[src/verilog/rrs_pkg.sv]
// constants shared by the rotate / fill execution block
// Summary of operation
// - carry rotate: old carry to bit seven
// - decode 0011 00da; update carry, negative, zero
// - destination bit 0 to working, 1 file
// - bank bit 0 access region, 1 bank select
// - plain rotate: bank bit 0 overrides bank
// - extended set, bank 0, address <=95: indexed
// - decode 0100 00da; bit zero to top, N Z
// - decode 0110 100a; write all ones, no flags
`default_nettype none
package rrs_pkg;
  localparam logic [3:0] OPC_RRC_HI   = 4'h3;    // upper nibble of carry rotate
  localparam logic [3:0] OPC_RRP_HI   = 4'h4;    // upper nibble of plain rotate
  localparam logic [3:0] OPC_FILL_HI  = 4'h6;    // upper nibble of fill
  localparam logic [1:0] OPC_ROT_SUB  = 2'h0;    // bits 11:10 of both rotates
  localparam logic [2:0] OPC_FILL_SUB = 3'h4;    // bits 11:9 of fill
  localparam int         DEST_BIT     = 9;       // destination select position
  localparam int         BANK_BIT     = 8;       // bank select position
  localparam logic [7:0] INDEX_LIMIT  = 8'h5F;   // highest indexed offset
  localparam logic [7:0] ACCESS_SPLIT = 8'h80;   // access region low/high split
  localparam logic [3:0] ACCESS_HIGH  = 4'hF;    // bank holding the upper access half
  localparam logic [7:0] FILL_VALUE   = 8'hFF;   // value written by fill
  typedef enum logic [1:0] {PH_DECODE, PH_READ, PH_PROCESS, PH_WRITE} rrs_phase_t;
  typedef enum logic [1:0] {OP_NONE, OP_RRC, OP_RRP, OP_FILL} rrs_op_t;
endpackage
`default_nettype wire

[src/verilog/rrs_phase_gen.sv]
// four-phase instruction cycle sequencer
`default_nettype none
module rrs_phase_gen
  import rrs_pkg::*;
(
  input  wire logic       clk,     // core clock
  input  wire logic       rst_n,   // synchronous reset, active low
  output rrs_pkg::rrs_phase_t phase    // current phase
);
  rrs_phase_t ph_r;  // phase register
  // phases advance once per clock, wrapping after write
  always_ff @(posedge clk) begin
    if (!rst_n) begin
      ph_r <= PH_DECODE;
    end else begin
      case (ph_r)
        PH_DECODE:  ph_r <= PH_READ;
        PH_READ:    ph_r <= PH_PROCESS;
        PH_PROCESS: ph_r <= PH_WRITE;
        default:    ph_r <= PH_DECODE;
      endcase
    end
  end
  assign phase = ph_r;
endmodule
`default_nettype wire

[src/verilog/rrs_exec.sv]
// execution datapath for carry rotate, plain rotate and fill-ones
`default_nettype none
module rrs_exec
  import rrs_pkg::*;
(
  input  wire logic        clk,          // core clock
  input  wire logic        rst_n,        // synchronous reset, active low
  input  wire logic [15:0] instr,        // program word, sampled in decode
  input  wire logic        ext_set_en,   // extended instruction set enabled
  input  wire logic [3:0]  bank_select_register, // current bank
  input  wire logic [11:0] index_base,   // indexed literal offset base pointer
  input  wire logic [7:0]  file_rdata,   // file register read data
  input  wire logic        carry_in,     // current carry flag
  output rrs_pkg::rrs_phase_t phase,     // current phase
  output logic             busy_op,      // a handled opcode is in flight
  output logic             file_re,      // file read strobe
  output logic [11:0]      file_addr,    // resolved file address
  output logic             file_we,      // file write strobe
  output logic [7:0]       file_wdata,   // file write data
  output logic             wreg_we,      // working register write strobe
  output logic [7:0]       wreg_wdata,   // working register write data
  output logic             carry_we,     // carry update strobe
  output logic             carry_out,    // new carry
  output logic             nz_we,        // negative/zero update strobe
  output logic             neg_out,      // new negative flag
  output logic             zero_out      // new zero flag
);
  import rrs_pkg::*;

  // decode helper shared by decode and the checks
  function automatic rrs_op_t decode_op(input logic [15:0] w);
    if (w[15:12] == OPC_RRC_HI && w[11:10] == OPC_ROT_SUB) return OP_RRC;
    if (w[15:12] == OPC_RRP_HI && w[11:10] == OPC_ROT_SUB) return OP_RRP;
    if (w[15:12] == OPC_FILL_HI && w[11:9] == OPC_FILL_SUB) return OP_FILL;
    return OP_NONE;
  endfunction

  rrs_op_t     op_r;       // latched operation
  logic        dest_r;     // latched destination bit
  logic [11:0] addr_r;     // latched resolved address
  logic [7:0]  opnd_r;     // operand read in phase two
  logic [7:0]  res_r;      // result formed in phase three
  logic        cy_r;       // carry result
  rrs_op_t     op_dec;     // decode of incoming word
  logic [11:0] addr_dec;   // address resolution of incoming word
  logic        idx_mode;   // indexed literal offset active
  logic [7:0]  f_field;    // file address field
  logic [7:0]  rot_res;    // rotate result selection
  logic        is_wr;      // write phase of a handled op

  rrs_phase_gen u_phase (
    .clk   (clk),
    .rst_n (rst_n),
    .phase (phase)
  );

  assign op_dec   = decode_op(instr);
  assign f_field  = instr[7:0];
  assign idx_mode = ext_set_en && !instr[BANK_BIT] && (f_field <= INDEX_LIMIT);
  // bank bit 0: access region, or indexed when ext_set_en and offset <= INDEX_LIMIT, either overriding the bank select; 1: bank select
  assign addr_dec = idx_mode ? (index_base + {4'h0, f_field}) :
                    instr[BANK_BIT] ? {bank_select_register, f_field} :
                    (f_field < ACCESS_SPLIT) ? {4'h0, f_field} : {ACCESS_HIGH, f_field};

  // latch decode results in phase one
  always_ff @(posedge clk) begin
    if (!rst_n) begin
      op_r   <= OP_NONE;
      dest_r <= 1'b0;
      addr_r <= 12'h000;
    end else if (phase == PH_DECODE) begin
      op_r   <= op_dec;
      dest_r <= instr[DEST_BIT];
      addr_r <= addr_dec;
    end
  end

  // read the operand in phase two
  always_ff @(posedge clk) begin
    if (!rst_n) begin
      opnd_r <= 8'h00;
    end else if (phase == PH_READ) begin
      opnd_r <= file_rdata;
    end
  end

  // rotate selection: carry path or bit-zero wrap
  assign rot_res = (op_r == OP_RRC) ? {carry_in, opnd_r[7:1]} :
                   (op_r == OP_RRP) ? {opnd_r[0], opnd_r[7:1]} :
                   FILL_VALUE;

  // process in phase three
  always_ff @(posedge clk) begin
    if (!rst_n) begin
      res_r <= 8'h00;
      cy_r  <= 1'b0;
    end else if (phase == PH_PROCESS) begin
      res_r <= rot_res;
      cy_r  <= opnd_r[0];
    end
  end

  assign busy_op    = (op_r != OP_NONE);
  assign is_wr      = (phase == PH_WRITE) && busy_op;
  assign file_re    = (phase == PH_READ) && busy_op;
  assign file_addr  = addr_r;
  // fill always writes the file; rotates follow the destination bit
  assign file_we    = is_wr && ((op_r == OP_FILL) || dest_r);
  assign wreg_we    = is_wr && (op_r != OP_FILL) && !dest_r;
  assign file_wdata = res_r;
  assign wreg_wdata = res_r;
  assign carry_we   = is_wr && (op_r == OP_RRC);
  assign carry_out  = cy_r;
  assign nz_we      = is_wr && (op_r != OP_FILL);
  assign neg_out    = res_r[7];
  assign zero_out   = (res_r == 8'h00);
endmodule
`default_nettype wire

[config.mk]
export PLATFORM = sky130hd
export DESIGN_NAME = rrs_exec
export DESIGN_NICKNAME = d
export VERILOG_FILES = /design/src/verilog/rrs_pkg.sv /design/src/verilog/rrs_phase_gen.sv /design/src/verilog/rrs_exec.sv
export SDC_FILE = /design/constraint.sdc
export NUM_CORES = 1
export LEC_CHECK = 0
export BUFFER_PORTS_ARGS = -buffer_cell sky130_fd_sc_hd__buf_2
export CAP_MARGIN = 20
export CORE_MARGIN = 8
export CORE_UTILIZATION = 51
export CTS_CLUSTER_DIAMETER = 150
export DETAILED_ROUTE_END_ITERATION = 6
export MAX_ROUTING_LAYER = met4
export PLACE_DENSITY_LB_ADDON = 0.25
export REMOVE_ABC_BUFFERS = 1
export SYNTH_ARGS = -nofsm -noshare
export SYNTH_HDL_FRONTEND = slang
export SYNTH_SLANG_ARGS = --single-unit
[constraint.sdc]
create_clock -name clk -period 2.8 [get_ports clk]
set_input_delay 0.14 -clock clk [delete_from_list [all_inputs] [get_ports clk]]
set_output_delay 0.14 -clock clk [all_outputs]
set_load 0.05 [all_outputs]
==> run metrics <==
Slew @ Worst Pin 701.1 ps; final-layout fill cell count 348; Via-to-Cell Ratio 5.385; crit path DAT 1770 ps; Overall Power 2.834 mW; clock tree buffer depth 2; Hold Vio Cnt, Final 0; htree depth 2; most frequent cells in the layout buf_2 (82), nor2_1 (37), dfxtp_1 (34); Core ar. 0.003689 mm2; share of layout cells above drive strength 1 0.3019; share of synthesized cell area in full adder, half adder and majority cells 0.08597; synthesized instance count 246; vias in the first global route 1943; first-pass GRT wire length 8.314 mm; Antenna Violating Nets Remaining 0; Synth cell types 44; mux cell area share after synthesis 0.06068; most common cell after layout, fill and taps aside buf_2; wl on met1 2.083 mm; global route overflow 0; Residual DRC 0; met2 routed WL 2.473 mm; Routed met3 length 377 um; post-layout net count 374; Crit Path Category reg -> out; Clk pin slew, worst setup/hold paths 70 ps; Initial DRC Count 87; hold buffer count at CTS 0; drt first pass iters 4; WP data required 2660 ps; EDFF count, synth 0; startpoint types flop; wire per inst 13.57 um; die width 78.30 um; status finished clean; area growth from synthesis to layout 24.21%; Tot GR Track Use 0.1663; Max Freq 0.5234 GHz; ANT cells 0; worst hold path class in -> reg; Clock Skew 6.283 ps; top_reg_cell synth dfxtp_1; I/O pin count 83; largest family of logic cells by synthesized area compound AO/OA/AOI/OAI gates; Leak 1.252 nW; setup TNS 0 ps; Relative slew margins 0.5293; crit path max fanout 8; GP Congestion 0.8167; largest net degree at the start of global routing 19; area fraction in compound gates after synthesis 0.2200; Ys Warns 0; post-cts sizing count 0; highest metal used met4; Synth Area in XOR/XNOR 0.02655; CTS tree yes; Synth Register Bits 34; Synth Area in Simple Gates 0.1802; Power Dens Cells 1153 mW/mm2; MaxCap Viol Count 0; postcts setup bufs 0; CP Capture Type primary output; die outline area 0.006131 mm2; Initial Util 0.5366; CTS sink cnt 34; clock latency on the worst-skew pair 280 ps; initial antenna violation count 0; CTS root buffer clkbuf_8; row count 22; post-synthesis sequential area ratio 0.3439; routed vias 1971; final count of pins violating max slew 0; Final setup violation count 0; CTS buffer count 5; Routed Wire Length 4.968 mm; final worst path period share 0.6824; Post-synth ARST share 0; HPWL Detailed 3.919 mm; clock period minus worst slack 1911 ps; syn_area_per_cell 8.046 um2; unrepaired setup endpoints after global routing false; maximum vdd drop 503.6 uV; IO Port Bufs 82; Mapped Area 0.001979 mm2; Die Height 78.30 um
-- path summary, 6_finish.rpt --
kind	start	endpoint	slack [ps]	cells after the start
setup reg to reg	u_phase.phase[1]$_SDFF_PN0_	file_addr[11]$_SDFFE_PN0P_	980	6
setup / recovery	op_r[0]$_SDFFE_PN0P_	wreg_we	890	4
hold / removal	file_rdata[5]	opnd_r[5]$_SDFFE_PN0P_	100	3
hold reg to reg	file_addr[1]$_SDFFE_PN0P_	file_addr[1]$_SDFFE_PN0P_	490	2
-- logic make-up (layout without fill, tap and decap cells) --
| group | Yosys count | after routing |
|---|---|---|
| and+or+nand+nor | 76 | 76 |
| muxes | 12 | 12 |
| xor gates and xnor gates | 6 | 6 |
| adders and majority gates | 13 | 13 |
| buffers and inverters | 34 | 106 |
| DFF | 34 | 34 |
| AOI/OAI and AO/OA | 71 | 71 |
-- synth_stat cells, types with 2 or more instances --
master | instances | area share
a211oi_1 | 4 | 0.015
a21o_1 | 6 | 0.023
a21oi_1 | 24 | 0.061
a221oi_1 | 2 | 0.0089
a31oi_1 | 3 | 0.0095
and2_1 | 3 | 0.0095
and3_1 | 3 | 0.0095
buf_2 | 2 | 0.0051
buf_4 | 9 | 0.034
clkbuf_1 | 7 | 0.013
dfxtp_1 | 34 | 0.34
ha_1 | 12 | 0.076
inv_1 | 14 | 0.027
mux2i_1 | 12 | 0.061
nand2_1 | 9 | 0.017
nand2b_1 | 2 | 0.0063
nand3_1 | 3 | 0.0076
nor2_1 | 37 | 0.070
nor2b_1 | 3 | 0.0095
nor3_1 | 7 | 0.018
o211ai_1 | 2 | 0.0076
o21ai_0 | 20 | 0.051
or3_1 | 2 | 0.0063
or4_1 | 2 | 0.0076
xnor2_1 | 4 | 0.018
xor2_1 | 2 | 0.0089
-- where the power goes --
group	leakage, nW	switching (mW)	internal (mW)
clock	0.0579	0.176	0.262
sequential	0.280	0.109	0.655
combinational	0.914	1.20	0.435
-- per-stage QoR --
stage / util / std cells / area [um2] / hold WS [ps] / setup WS (ps)
6_report: 0.6666 / 366 / 2459 / 98.96 / 889.2
2_1_floorplan: - / 227 / 1872 / 261.7 / 163.4
5_1_grt: 0.6666 / 366 / 2459 / 117.9 / 770.4
3_3_place_gp: 0.6370 / 358 / 2350 / 379.7 / 783.6
4_1_cts: 0.6666 / 366 / 2459 / 86.23 / 883.5
3_5_place_dp: 0.6370 / 358 / 2350 / 388.7 / 677.4
-- routing by layer --
layer,GRT usage,up-vias
met5,-,-
met4,0.05926,0
met3,0.05239,2
met2,0.2933,74
met1,0.1694,899
li1,-,996
-- area by class of cell --
class,instances,area [um2],area share
Clock buffer,5,68.82,0.02799
Multi-Input combinational cell,178,1135,0.4616
Clock inverter,3,40.04,0.01628
Inverter,15,56.30,0.02290
Sequential cell,34,680.7,0.2768
Timing Repair Buffer,83,417.9,0.1700
Tap cell,48,60.06,0.02443
-- registers in the layout, summed over array words and instances, names as in the netlist --
name           cells
op_r               2
carry_out          1
file_wdata         8
file_addr         12
dest_r             1
opnd_r             8
u_phase.phase      2
-- critical path, stage by stage (launching register included) --
cell	delay [ps]
dfxtp_1	370
xnor2_1	600
nor2b_1	140
nor2b_1	170
buf_2	210
Note: power is estimated with default switching activity, not from simulation.
